$ cat config.mk
export PLATFORM = sky130hd
export DESIGN_NAME = rlmf_top
export DESIGN_NICKNAME = d
export VERILOG_FILES = /design/src/logic/rlmf_pkg.sv /design/src/logic/rlmf_top.sv /design/src/logic/rlmf_framer.sv
export SDC_FILE = /design/constraint.sdc
export NUM_CORES = 1
export LEC_CHECK = 0
export BUFFER_PORTS_ARGS = -buffer_cell sky130_fd_sc_hd__buf_2
export CAP_MARGIN = 10
export CORE_MARGIN = 5
export CORE_UTILIZATION = 30
export DETAILED_ROUTE_END_ITERATION = 6
export PLACE_DENSITY = 0.49
export SYNTH_ARGS = -nofsm -noshare
export SYNTH_HDL_FRONTEND = slang
export SYNTH_SLANG_ARGS = --single-unit
$ cat constraint.sdc
create_clock -name i_clk -period 4.5 [get_ports i_clk]
set_input_delay 0.9 -clock i_clk [delete_from_list [all_inputs] [get_ports i_clk]]
set_output_delay 0.9 -clock i_clk [all_outputs]
set_load 0.01 [all_outputs]
$ cat src/logic/rlmf_pkg.sv
/*
  Shared constants for the receive link monitor and framer.
  Assumes one 100 MHz clock and a classic Wishbone register port.
*/
package rlmf_pkg;
  localparam int unsigned CLK_MHZ = 100;
  localparam int unsigned CHAN_N = 4;
  localparam int unsigned CHAR_BITS = 10;
  // Transition density limit in bits and good-character run to clear
  localparam int unsigned RUN_MAX_BITS = 60;
  localparam logic [1:0] GOOD_CHARS = 2'h3;
  // Frequency window
  localparam int unsigned SAMPLE_REF_PERIODS = 16000;
  localparam int unsigned PPM_TOL = 1500;
  localparam int unsigned PPM_SCALE = 1000000;
  localparam int unsigned RATE_FULL = 10;
  localparam int unsigned RATE_HALF = 20;
  // Framing character select levels
  typedef enum logic [1:0] {
    RLMF_FC_TEST,
    RLMF_FC_COMMA,
    RLMF_FC_K285
  } rlmf_fc_t;
  localparam logic [7:0] COMMA_POS = 8'h3e;
  localparam logic [7:0] COMMA_NEG = 8'hc1;
  localparam logic [9:0] K285_NEG = 10'h0fa;
  localparam logic [9:0] K285_POS = 10'h305;
  // Register map (byte addresses)
  localparam logic [3:0] REG_CTRL = 4'h0;
  localparam logic [3:0] REG_STATUS = 4'h4;
  localparam logic [3:0] REG_FRAME = 4'h8;
  // CTRL fields
  localparam int unsigned CTRL_FRAME_EN = 0;
  localparam int unsigned CTRL_FC_LSB = 1;
  localparam int unsigned CTRL_HALF_RATE = 3;
  localparam logic [31:0] CTRL_RESET = 32'h0000_0003;
  // STATUS fields, each CHAN_N wide
  localparam int unsigned ST_FAULT_N = 0;
  localparam int unsigned ST_ENABLE = 4;
  localparam int unsigned ST_DENSITY = 8;
  localparam int unsigned ST_FORCE = 12;
  localparam int unsigned ST_RANGE = 16;
endpackage

$ cat src/logic/rlmf_top.sv
/*
  Receive link monitor and framer for four channels: transition
  density, frequency range control, channel enable latch, framing,
  and the active-low link fault per channel, with a Wishbone port.
  Assumes recovered bits, character ticks and reference ticks come
  from on-chip logic on i_clk; pins are synchronised here.
*/
`timescale 1ns/1ps
module rlmf_top
  import rlmf_pkg::*;
#(
  parameter int unsigned SAMPLE_PERIOD = SAMPLE_REF_PERIODS
)(
  input wire logic i_clk,
  input wire logic i_resetn,
  input wire logic i_wb_cyc,
  input wire logic i_wb_stb,
  input wire logic i_wb_we,
  input wire logic [3:0] i_wb_adr,
  input wire logic [3:0] i_wb_sel,
  input wire logic [31:0] i_wb_dat,
  output logic [31:0] o_wb_dat,
  output logic o_wb_ack,
  input wire logic i_rx_enable_latch_open,
  input wire logic [7:0] i_channel_control_bus,
  input wire logic i_local_loopback_enable,
  input wire logic [rlmf_pkg::CHAN_N-1:0] i_amp_ok,
  input wire logic i_ref_tick,
  input wire logic [rlmf_pkg::CHAN_N-1:0] i_rec_char_tick,
  input wire logic [rlmf_pkg::CHAN_N-1:0] i_rx_bit,
  input wire logic [rlmf_pkg::CHAN_N-1:0] i_rx_bit_valid,
  output logic [rlmf_pkg::CHAN_N-1:0] o_link_fault_n,
  output logic [rlmf_pkg::CHAN_N-1:0] o_track_ref,
  output logic o_force_rate_x20,
  output logic [rlmf_pkg::CHAN_N-1:0] o_chan_enable
);
  localparam int unsigned RUN_W = 7;
  localparam int unsigned PER_W = 16;
  localparam int unsigned CNT_W = 17;

  // Tolerance in character ticks for a given expected count
  function automatic logic [CNT_W-1:0] tol_of(input int unsigned exp_cnt);
    tol_of = CNT_W'((longint'(exp_cnt) * PPM_TOL) / PPM_SCALE);
  endfunction

  function automatic logic out_of_range(input logic [CNT_W-1:0] cnt,
                                        input logic [CNT_W-1:0] exp_cnt,
                                        input logic [CNT_W-1:0] tol);
    logic [CNT_W-1:0] diff;
    diff = (cnt > exp_cnt) ? cnt - exp_cnt : exp_cnt - cnt;
    out_of_range = diff > tol;
  endfunction

  localparam logic [CNT_W-1:0] EXP_FULL = CNT_W'(SAMPLE_PERIOD);
  localparam logic [CNT_W-1:0] EXP_HALF =
    CNT_W'(SAMPLE_PERIOD * (RATE_HALF / RATE_FULL));
  localparam logic [CNT_W-1:0] TOL_FULL = tol_of(SAMPLE_PERIOD);
  localparam logic [CNT_W-1:0] TOL_HALF =
    tol_of(SAMPLE_PERIOD * (RATE_HALF / RATE_FULL));

  // Pin synchronisers
  logic [7:0] ctl_m_r;
  logic [7:0] ctl_s_r;
  logic le_m_r;
  logic le_s_r;
  logic lp_m_r;
  logic lp_s_r;
  logic [CHAN_N-1:0] amp_m_r;
  logic [CHAN_N-1:0] amp_s_r;

  always_ff @(posedge i_clk or negedge i_resetn) begin
    if (!i_resetn) begin
      ctl_m_r <= 8'hff;
      ctl_s_r <= 8'hff;
      le_m_r <= 1'b0;
      le_s_r <= 1'b0;
      lp_m_r <= 1'b0;
      lp_s_r <= 1'b0;
      amp_m_r <= '0;
      amp_s_r <= '0;
    end else begin
      ctl_m_r <= i_channel_control_bus;
      ctl_s_r <= ctl_m_r;
      le_m_r <= i_rx_enable_latch_open;
      le_s_r <= le_m_r;
      lp_m_r <= i_local_loopback_enable;
      lp_s_r <= lp_m_r;
      amp_m_r <= i_amp_ok;
      amp_s_r <= amp_m_r;
    end
  end

  // Registers
  logic [31:0] ctrl_r;
  logic [CHAN_N-1:0] en_r;
  logic [CHAN_N-1:0] dens_r;
  logic [CHAN_N-1:0] force_r;
  logic [CHAN_N-1:0] range_bad_r;
  logic [CHAN_N-1:0] aligned_r;
  logic frame_en;
  rlmf_fc_t fc_sel;
  logic half_rate;
  logic wb_req;

  assign frame_en = ctrl_r[CTRL_FRAME_EN];
  assign fc_sel = rlmf_fc_t'(ctrl_r[CTRL_FC_LSB +: 2]);
  assign half_rate = ctrl_r[CTRL_HALF_RATE];
  assign wb_req = i_wb_cyc && i_wb_stb && !o_wb_ack;

  always_ff @(posedge i_clk or negedge i_resetn) begin
    if (!i_resetn) begin
      ctrl_r <= CTRL_RESET;
    end else if (wb_req && i_wb_we && i_wb_adr == REG_CTRL && i_wb_sel[0]) begin
      ctrl_r <= {28'h0, i_wb_dat[3:0]};
    end
  end

  // Ack one cycle after the request; unmapped reads return zero
  always_ff @(posedge i_clk or negedge i_resetn) begin
    if (!i_resetn) begin
      o_wb_ack <= 1'b0;
      o_wb_dat <= 32'h0;
    end else begin
      o_wb_ack <= wb_req;
      o_wb_dat <= 32'h0;
      if (wb_req && !i_wb_we) begin
        case (i_wb_adr)
          REG_CTRL: o_wb_dat <= ctrl_r;
          REG_STATUS: begin
            o_wb_dat[ST_FAULT_N +: CHAN_N] <= o_link_fault_n;
            o_wb_dat[ST_ENABLE +: CHAN_N] <= en_r;
            o_wb_dat[ST_DENSITY +: CHAN_N] <= dens_r;
            o_wb_dat[ST_FORCE +: CHAN_N] <= force_r;
            o_wb_dat[ST_RANGE +: CHAN_N] <= range_bad_r;
          end
          REG_FRAME: o_wb_dat[CHAN_N-1:0] <= aligned_r;
          default: o_wb_dat <= 32'h0;
        endcase
      end
    end
  end

  // Enable latch: transparent while open, holds when closed
  always_ff @(posedge i_clk or negedge i_resetn) begin
    if (!i_resetn) begin
      en_r <= '1;
    end else if (le_s_r) begin
      for (int c = 0; c < CHAN_N; c++) begin
        en_r[c] <= ctl_s_r[2 * c];
      end
    end
  end

  // Shared sampling window on reference ticks
  logic [PER_W-1:0] per_cnt_r;
  logic per_end;
  assign per_end = i_ref_tick && (per_cnt_r == PER_W'(SAMPLE_PERIOD - 1));

  always_ff @(posedge i_clk or negedge i_resetn) begin
    if (!i_resetn) begin
      per_cnt_r <= '0;
    end else if (per_end) begin
      per_cnt_r <= '0;
    end else if (i_ref_tick) begin
      per_cnt_r <= per_cnt_r + PER_W'(1);
    end
  end

  always_ff @(posedge i_clk or negedge i_resetn) begin
    if (!i_resetn) begin
      o_force_rate_x20 <= 1'b0;
      o_track_ref <= '0;
    end else begin
      o_force_rate_x20 <= half_rate;
      o_track_ref <= force_r;
    end
  end

  genvar g;
  generate
    for (g = 0; g < CHAN_N; g++) begin : g_ch
      logic char_done;
      logic char_trans;
      logic aligned;
      logic [RUN_W-1:0] run_r;
      logic prev_bit_r;
      logic [1:0] good_r;
      logic [CNT_W-1:0] rec_cnt_r;
      logic fault_n_nxt;

      rlmf_framer u_framer (
        .i_clk(i_clk),
        .i_resetn(i_resetn),
        .i_bit(i_rx_bit[g]),
        .i_bit_valid(i_rx_bit_valid[g] && en_r[g]),
        .i_frame_en(frame_en),
        .i_char_sel(fc_sel),
        .o_char_done(char_done),
        .o_char_trans(char_trans),
        .o_char_data(),
        .o_aligned(aligned)
      );

      // Bits since the last transition, saturating
      always_ff @(posedge i_clk or negedge i_resetn) begin
        if (!i_resetn) begin
          run_r <= '0;
          prev_bit_r <= 1'b0;
        end else if (i_rx_bit_valid[g] && en_r[g]) begin
          prev_bit_r <= i_rx_bit[g];
          if (i_rx_bit[g] != prev_bit_r) begin
            run_r <= '0;
          end else if (run_r <= RUN_W'(RUN_MAX_BITS)) begin
            run_r <= run_r + RUN_W'(1);
          end
        end
      end

      // Set by a long run wins over the good-character clear
      always_ff @(posedge i_clk or negedge i_resetn) begin
        if (!i_resetn) begin
          dens_r[g] <= 1'b1;
          good_r <= 2'h0;
        end else if (run_r > RUN_W'(RUN_MAX_BITS)) begin
          dens_r[g] <= 1'b1;
          good_r <= 2'h0;
        end else if (dens_r[g] && char_done) begin
          if (!char_trans) begin
            good_r <= 2'h0;
          end else if (good_r == GOOD_CHARS - 2'h1) begin
            dens_r[g] <= 1'b0;
            good_r <= 2'h0;
          end else begin
            good_r <= good_r + 2'h1;
          end
        end
      end

      // Measure one window, force for the next, then release
      always_ff @(posedge i_clk or negedge i_resetn) begin
        if (!i_resetn) begin
          rec_cnt_r <= '0;
          force_r[g] <= 1'b0;
          range_bad_r[g] <= 1'b0;
        end else if (!en_r[g]) begin
          rec_cnt_r <= '0;
          force_r[g] <= 1'b0;
          range_bad_r[g] <= 1'b0;
        end else if (per_end) begin
          rec_cnt_r <= '0;
          if (force_r[g]) begin
            force_r[g] <= 1'b0;
          end else begin
            range_bad_r[g] <= half_rate ?
              out_of_range(rec_cnt_r, EXP_HALF, TOL_HALF) :
              out_of_range(rec_cnt_r, EXP_FULL, TOL_FULL);
            force_r[g] <= half_rate ?
              out_of_range(rec_cnt_r, EXP_HALF, TOL_HALF) :
              out_of_range(rec_cnt_r, EXP_FULL, TOL_FULL);
          end
        end else if (i_rec_char_tick[g] && rec_cnt_r != '1) begin
          rec_cnt_r <= rec_cnt_r + CNT_W'(1);
        end
      end

      // Loopback drops the amplitude term
      assign fault_n_nxt = en_r[g] && !dens_r[g] && !force_r[g] &&
        !range_bad_r[g] && (lp_s_r || amp_s_r[g]);

      always_ff @(posedge i_clk or negedge i_resetn) begin
        if (!i_resetn) begin
          o_link_fault_n[g] <= 1'b0;
          o_chan_enable[g] <= 1'b1;
          aligned_r[g] <= 1'b0;
        end else begin
          o_link_fault_n[g] <= fault_n_nxt;
          o_chan_enable[g] <= en_r[g];
          aligned_r[g] <= aligned_r[g] | aligned;
        end
      end

      a_disabled_fault: assert property (@(posedge i_clk)
        disable iff (!i_resetn) !en_r[g] |=> !o_link_fault_n[g])
        else $error("disabled channel not faulted");
      a_forced_fault: assert property (@(posedge i_clk)
        disable iff (!i_resetn) force_r[g] |=> !o_link_fault_n[g])
        else $error("fault not low while forced");
      a_run_sets_fault: assert property (@(posedge i_clk)
        disable iff (!i_resetn) run_r > RUN_W'(RUN_MAX_BITS) |=> dens_r[g])
        else $error("long run did not set fault");
      a_density_hold: assert property (@(posedge i_clk)
        disable iff (!i_resetn) dens_r[g] && !char_done |=> dens_r[g])
        else $error("density fault cleared early");
      a_force_window: assert property (@(posedge i_clk)
        disable iff (!i_resetn) $fell(force_r[g]) && $past(en_r[g]) |->
          $past(per_end))
        else $error("force released off window");
      a_valid_cause: assert property (@(posedge i_clk)
        disable iff (!i_resetn) o_link_fault_n[g] |->
          $past(en_r[g] && !dens_r[g] && !force_r[g]))
        else $error("valid without all monitors");
      a_track_follow: assert property (@(posedge i_clk)
        disable iff (!i_resetn) force_r[g] |=> o_track_ref[g])
        else $error("loop not tracking reference");
      c_force: cover property (@(posedge i_clk) disable iff (!i_resetn)
        $rose(force_r[g]));
      c_recover: cover property (@(posedge i_clk) disable iff (!i_resetn)
        $fell(dens_r[g]));
    end
  endgenerate

  a_latch_hold: assert property (@(posedge i_clk) disable iff (!i_resetn)
    !le_s_r |=> $stable(en_r))
    else $error("enable latch moved while closed");
  a_latch_pass: assert property (@(posedge i_clk) disable iff (!i_resetn)
    le_s_r |=> en_r[0] == $past(ctl_s_r[0]))
    else $error("open latch did not pass enable");
  a_window_wrap: assert property (@(posedge i_clk) disable iff (!i_resetn)
    per_end |=> per_cnt_r == '0)
    else $error("sampling window did not wrap");
  c_latch_close: cover property (@(posedge i_clk) disable iff (!i_resetn)
    $fell(le_s_r));
endmodule

$ cat src/logic/rlmf_framer.sv
/*
  One channel's bit-serial framer: shifts recovered bits, finds the
  selected framing character and emits framed characters.
  Assumes bits arrive from the recovery loop on the same clock.
*/
`timescale 1ns/1ps
module rlmf_framer
  import rlmf_pkg::*;
(
  input wire logic i_clk,
  input wire logic i_resetn,
  input wire logic i_bit,
  input wire logic i_bit_valid,
  input wire logic i_frame_en,
  input wire rlmf_pkg::rlmf_fc_t i_char_sel,
  output logic o_char_done,
  output logic o_char_trans,
  output logic [9:0] o_char_data,
  output logic o_aligned
);
  logic [9:0] sr_r;
  logic [9:0] sr_nxt;
  logic [3:0] cnt_r;
  logic prev_r;
  logic trans_r;
  logic trans_nxt;
  logic match;

  assign sr_nxt = {sr_r[8:0], i_bit};
  assign trans_nxt = trans_r | (i_bit != prev_r);

  // Test level matches nothing
  always_comb begin
    case (i_char_sel)
      RLMF_FC_COMMA: match = (sr_nxt[9:2] == COMMA_POS) ||
                             (sr_nxt[9:2] == COMMA_NEG);
      RLMF_FC_K285: match = (sr_nxt == K285_NEG) ||
                            (sr_nxt == K285_POS);
      default: match = 1'b0;
    endcase
  end

  always_ff @(posedge i_clk or negedge i_resetn) begin
    if (!i_resetn) begin
      sr_r <= 10'h000;
      prev_r <= 1'b0;
    end else if (i_bit_valid) begin
      sr_r <= sr_nxt;
      prev_r <= i_bit;
    end
  end

  // Pattern found on any bit position restarts the boundary
  always_ff @(posedge i_clk or negedge i_resetn) begin
    if (!i_resetn) begin
      cnt_r <= 4'h0;
      trans_r <= 1'b0;
      o_char_done <= 1'b0;
      o_char_trans <= 1'b0;
      o_char_data <= 10'h000;
      o_aligned <= 1'b0;
    end else begin
      o_char_done <= 1'b0;
      o_aligned <= 1'b0;
      if (i_bit_valid) begin
        if ((i_frame_en && match) ||
            (cnt_r == 4'(CHAR_BITS - 1))) begin
          cnt_r <= 4'h0;
          trans_r <= 1'b0;
          o_char_done <= 1'b1;
          o_char_trans <= trans_nxt;
          o_char_data <= sr_nxt;
          o_aligned <= i_frame_en && match;
        end else begin
          cnt_r <= cnt_r + 4'h1;
          trans_r <= trans_nxt;
        end
      end
    end
  end

  a_frame_restart: assert property (@(posedge i_clk) disable iff (!i_resetn)
    i_bit_valid && i_frame_en && match |=> o_aligned && cnt_r == 4'h0)
    else $error("framer did not restart on match");
  a_k285_exact: assert property (@(posedge i_clk) disable iff (!i_resetn)
    i_char_sel == RLMF_FC_K285 && match |->
      sr_nxt == K285_NEG || sr_nxt == K285_POS)
    else $error("partial pattern matched in full mode");
  a_test_nomatch: assert property (@(posedge i_clk) disable iff (!i_resetn)
    i_char_sel == RLMF_FC_TEST |-> !match)
    else $error("reserved select matched");
  c_frame_align: cover property (@(posedge i_clk) disable iff (!i_resetn)
    o_aligned);
endmodule

# After elaboration in Yosys (flattened, before gate mapping)
# Index checks and enable logic that the tools add are counted.
[op_classes] addsub=33 multipliers=0 div=0 order_cmp=24 eq_ne=49 n_shift=0 mux=121 n_bitwise=8 n_reduce_logical=103
[ops] op="two-way mux 17 bit" count=20
[ops] op="adder 17 x 1 -> 17 bit, second input constant" count=4
[ops] op="> comparator 17 x 14 -> 1 bit, second input constant" count=4
[ops] op="> comparator 17 x 15 -> 1 bit, second input constant" count=4
[ops] op="> comparator 17 x 5 -> 1 bit, second input constant" count=4
[ops] op="> comparator 17 x 6 -> 1 bit, second input constant" count=4
[ops] op="inequality test 17 bit, second input constant" count=4
[ops] op="subtractor 14 x 17 -> 17 bit, first input constant" count=4
[ops] op="subtractor 15 x 17 -> 17 bit, first input constant" count=4
[ops] op="subtractor 17 x 14 -> 17 bit, second input constant" count=4
[ops] op="subtractor 17 x 15 -> 17 bit, second input constant" count=4
[ops] op="two-way mux 1 bit" count=64
[ops] op="two-way mux 7 bit" count=8
[ops] op="two-way mux 16 bit" count=3
[ops] op="equality test 10 bit, second input constant" count=4
[ops] op="equality test 10 x 8 -> 1 bit, second input constant" count=4
[ops] op="logical AND 1 bit" count=39
[ops] op="nonzero test 2 bit" count=17
[ops] op="equality test 8 x 6 -> 1 bit, second input constant" count=4
[ops] op="equality test 8 bit, second input constant" count=4
[ops] op="two-way mux 2 bit" count=16
[ops] op="adder 7 x 1 -> 7 bit, second input constant" count=4
[ops] op="> comparator 7 x 6 -> 1 bit, second input constant" count=4
[ops] op="<= comparator 7 x 6 -> 1 bit, second input constant" count=4
[ops] op="22 further kinds" count=103
[word_totals] register_bits=288 latchBits=0 ram_bits=0 rom_bits=0 output_inout_bits=46 n_memories=0

# Depth between registers and ports, before layout
[depth] word_depth=7 depth_mapped=15

# Cells and area by module
# A second synthesis with hierarchy kept.
[unflattened] cells_unflattened=1852 area_unflattened_um2=18049.8
[by_module_without_submodules] module="rlmf_top" n_inst=1 cells_each=1460 area_each_um2=12874.8 seq_area_each_um2=5082.4
[by_module_without_submodules] module="rlmf_framer" n_inst=4 cells_each=98 area_each_um2=1293.7 seq_area_each_um2=675.6

# Worst setup path after synthesis
# No wires, ideal clock.
[synth_timing] path_type="register -> register" start="reg g_ch[3].rec_cnt_r[7]" end="reg force_r[3]" setup_ns=0.134 arrival_ns=3.103 required_ns=4.366 path_slack_ns=1.263 stages_incl_launch_ff=11 path_cell_list="dfrtp_1 clkbuf_1 clkinv_1 ha_1 nor3_1 a2111oi_4 a221oi_1 xor2_1 or4_1 o311ai_2 o21ai_1"
[synth_between] elab_chain_len=7 word_cells_on_any_way=14 cone_classes="add/sub: 4; order compare: 4; mux: 6"
[synth_rtl] element="start, declared" line_no="rlmf_top.sv:188" text="logic [CNT_W-1:0] rec_cnt_r;"
[synth_rtl] element="start signal, assigned" line_no="rlmf_top.sv:262" text="rec_cnt_r <= rec_cnt_r + CNT_W'(1);"
[synth_rtl] element="subtractor 14 x 17 -> 17 bit (tied with other cells)" line_no="rlmf_top.sv:50" text="diff = (cnt > exp_cnt) ? cnt - exp_cnt : exp_cnt - cnt;"
[synth_rtl] element="two-way mux 17 bit" line_no="rlmf_top.sv:50"
[synth_rtl] element="> comparator 17 x 5 -> 1 bit / > comparator 17 x 6 -> 1 bit (equally long branches)" line_no="rlmf_top.sv:51" text="out_of_range = diff > tol;"
[synth_rtl] element="two-way mux 1 bit *" line_no="rlmf_top.sv:257" text="force_r[g] <= half_rate ?"
[synth_rtl] element="two-way mux 1 bit *" line_no="rlmf_top.sv:251" text="if (force_r[g]) begin"
[synth_rtl] element="two-way mux 1 bit *" line_no="rlmf_top.sv:249" text="end else if (per_end) begin"
[synth_rtl] element="two-way mux 1 bit *" line_no="rlmf_top.sv:245" text="end else if (!en_r[g]) begin"
[synth_rtl] element="end signal, assigned by index" line_no="rlmf_top.sv:257"
[synth_rtl] element="end, declared" line_no="rlmf_top.sv:97" text="logic [CHAN_N-1:0] force_r;"
# Every way passes the cells marked *; elsewhere a longest branch is shown, timed or not. The select of a mux whose other input is x is not followed.
# A chain may end at the register's enable or synchronous reset.

# Worst setup path in the final report
# Ends and elaborated chain as after synthesis.

==> metrics.yaml <==
yosys:
  synth_most_common_cell: "dfrtp_1"
  synth_top_area_share_pct: 38.6
  synth-seq-cells: 266
  ys.warnings.count: 0
  synth_xor_area_share_pct: 6.59
  yosysSeqAreaShare_pct: 42.3
  syn_area_per_cell_um2: 9.20
  synth_compound_area_share_pct: 12.6
  yosys-top-cells-area: "dfrtp_1 39%, ha_1 6.6%, nor2_1 5.2%"
  synth_top_family_by_area: "simple AND/OR/NAND/NOR gates"
  synthSimpleGateAreaFrac_pct: 23.3
  synth_mux_area_share_pct: 4.53
  synthTopCellsByCount: "244 x dfrtp_1, 218 x nor2_1, 134 x nand2_1"
  ys.flop_type: "dfrtp_1"
  synth_top_area_cell: "dfrtp_1"
  synthArstFlopShare_pct: 100
  syn_inst: 1719
  synth-adder-area-share_pct: 6.57
  synth_edf_count: 0
  ys_types: 77
  synth.cell_area_um2: 15800
layout:
  syn2layout_area_growth_pct: 13.6
  nets: 1913
  fillers: 5421
  multiInputGateArea_um2: 8520
  drive_gt1_share_pct: 12.9
  post-route-util_pct: 34.3
  regArea_um2: 6680
placed_design:
  place_hpwl_um: 27700
  io_buffer_count: 70
  place_congestion: 0.867
detailed_routing:
  wl_per_cell_um: 16.0
  drtIter0Drc: 930
  wirelength_um: 39500
  drc: 0
  via_per_inst: 5.09
  postRouteAntennaNets: 0
  dr.pass1.iters: 5
  dr_total_vias: 12600
run_status:
  status: "complete, no violations"
critical_path:
  start_kind: "register"
  slowest_delay_ps: 570
  reg2regPathDepth: 9
  critPathKind: "register to register"
  critPathBufInv: 1
  path_cells: "clkinv_1 > ha_1 > nor3_1 > a2111oi_4 > a221oi_1 > xor2_1 > or4_1 > o311ai_2 > o21ai_1"
  crit_family: "simple AND/OR/NAND/NOR gates"
  cp.arrival_ps: 4000
  cp_max_fo: 10
  r2r_start: "g_ch[3].rec_cnt_r[7]$_DFFE_PN0P_"
  cp.required_ps: 4900
  worstReg2RegEnd: "force_r[3]$_DFFE_PN0P_"
  rrSetupSlack_ps: 910
  worst_path_max_delay_cell: "nor3_1"
  cp_num_cells: 9
  cp-end-kind: "register"
sta:
  skew_ps: 14.3
  fin_crit_sh_pct: 79.8
  finalWorstPathRequiredPeriod_ps: 3590
  tightest_slew_ps: 951
  max_freq_ghz: 0.278
  setup_tns_ps: 0
  slew_viol_final: 0
  maxSlewHeadroom_pct: 36.6
  hold_violations: 0
  final-setup-viol-count: 0
  rsz0062_at_grt: "no"
clock_tree:
  cts_hold_buf: 0
  cts_buffer_depth: 3
  cts_made_buffers: 34
  path_clk_slew_ps: 70
  cts_root_buf: "clkbuf_16"
  ctsHtreeMaxLevel: 2
  cts_sinks: 266
  post_cts_buffers: 0
  cts_tree: "done"
  ctsResizeCount: 0
  clk_latency_ps: 540
die:
  io_pins: 118
  die-area_um2: 57400
  coreArea_um2: 52300
  die_h_um: 240
  rows: 84
  initial_core_util_pct: 30.2
  die_w_um: 240
grt:
  antenna_found_initial: 3
  grt-ovfl-total: 0
  grt_usage_pct: 13.6
  grt_max_degree: 83
  grt_pass1_wl_um: 65100
  grt_pass1_vias: 12300
hold_path:
  hold_class: "input pin to asynchronous set/reset pin"
pwr:
  irDropWorstVdd_uv: 230
  power_density_nw_per_um2: 381
  power.leakage_uw: 0.00757
flow_run:
  drv_cap: 0
## cells in the final DEF, fill, tap and decap left out, types with 22 or more instances in the layout
| cell type | count |
|---|---|
| and2_1 | 22 |
| nor4_1 | 30 |
| nand4_1 | 45 |
| xor2_1 | 54 |
| clkbuf_16 | 34 |
| nand2b_1 | 24 |
| xnor2_1 | 65 |
| dfstp_2 | 22 |
| nand2_1 | 134 |
| dfrtp_1 | 244 |
| buf_2 | 69 |
| o21ai_0 | 71 |
| or3_1 | 27 |
| mux2_2 | 44 |
| ha_1 | 83 |
| nor3_1 | 56 |
| nand3_1 | 65 |
| nor2b_1 | 24 |
| mux2i_1 | 22 |
| nor2_1 | 218 |
| a31oi_1 | 30 |
| a21oi_1 | 70 |
| inv_1 | 61 |
## cell families (layout without fill, tap and decap cells)
kind of cell / Yosys count / in the layout
buffers and inverters: 157 / 210
and+or+nand+nor: 729 / 729
adders and majority gates: 83 / 83
xor gates and xnor gates: 119 / 119
other: 1 / 13
DFF: 266 / 266
AOI/OAI and AO/OA: 298 / 298
muxes: 66 / 66
## sequential cells by signal, indices dropped and copies added, names as in the netlist, 8 cells and up
register             count
g_ch.rec_cnt_r          68
o_wb_dat                20
g_ch.run_r              28
g_ch.good_r              8
g_ch.u_framer.cnt_r     16
per_cnt_r               16
g_ch.u_framer.sr_r      36
## where the power goes
group	internal (uW)	switching [uW]
clock network	1640	1110
logic	471	549
registers	2730	333
total	4840	2000
## per-stage QoR
| step | total power (uW) | hold slack [ps] | worst slack (ps) | cells | area, um^2 |
|---|---|---|---|---|---|
| global route | 7260 | 353 | 636 | 2471 | 17900 |
| floorplan | 3780 | 331 | 1260 | 1730 | 15800 |
| detailed placement | 4140 | 339 | 935 | 2410 | 16800 |
| global placement | 4090 | 338 | 948 | 2410 | 16800 |
| finish | 6840 | 319 | 908 | 2472 | 17900 |
| CTS | 6970 | 349 | 903 | 2471 | 17900 |
## layer usage
metal,track usage (%),vias up,wire length (um)
li1,-,6183,-
met1,18.9,6141,18700
met2,22.1,206,18300
met3,2.33,62,1600
met4,3.91,0,889
met5,0,-,0
## layout make-up
type	count	share of cell area, %
timing repair buffer	85	2.77
inverter	64	1.34
antenna	1	0.0139
multi-input combinational	1307	47.5
clock buffer	44	5.12
sequential	266	37.2
tap	688	4.80
clock inverter	17	1.23
## worst max path at each step
stage	start	to
after floorplan	g_ch[3].rec_cnt_r[7]$_DFFE_PN0P_	force_r[3]$_DFFE_PN0P_
after global placement	g_ch[3].rec_cnt_r[7]$_DFFE_PN0P_	force_r[3]$_DFFE_PN0P_
after detailed placement	g_ch[3].rec_cnt_r[7]$_DFFE_PN0P_	force_r[3]$_DFFE_PN0P_
after CTS	g_ch[3].rec_cnt_r[7]$_DFFE_PN0P_	force_r[3]$_DFFE_PN0P_
after global routing	g_ch[3].rec_cnt_r[7]$_DFFE_PN0P_	force_r[3]$_DFFE_PN0P_
final	g_ch[3].rec_cnt_r[7]$_DFFE_PN0P_	force_r[3]$_DFFE_PN0P_
Note: power is estimated with default switching activity, not from simulation.
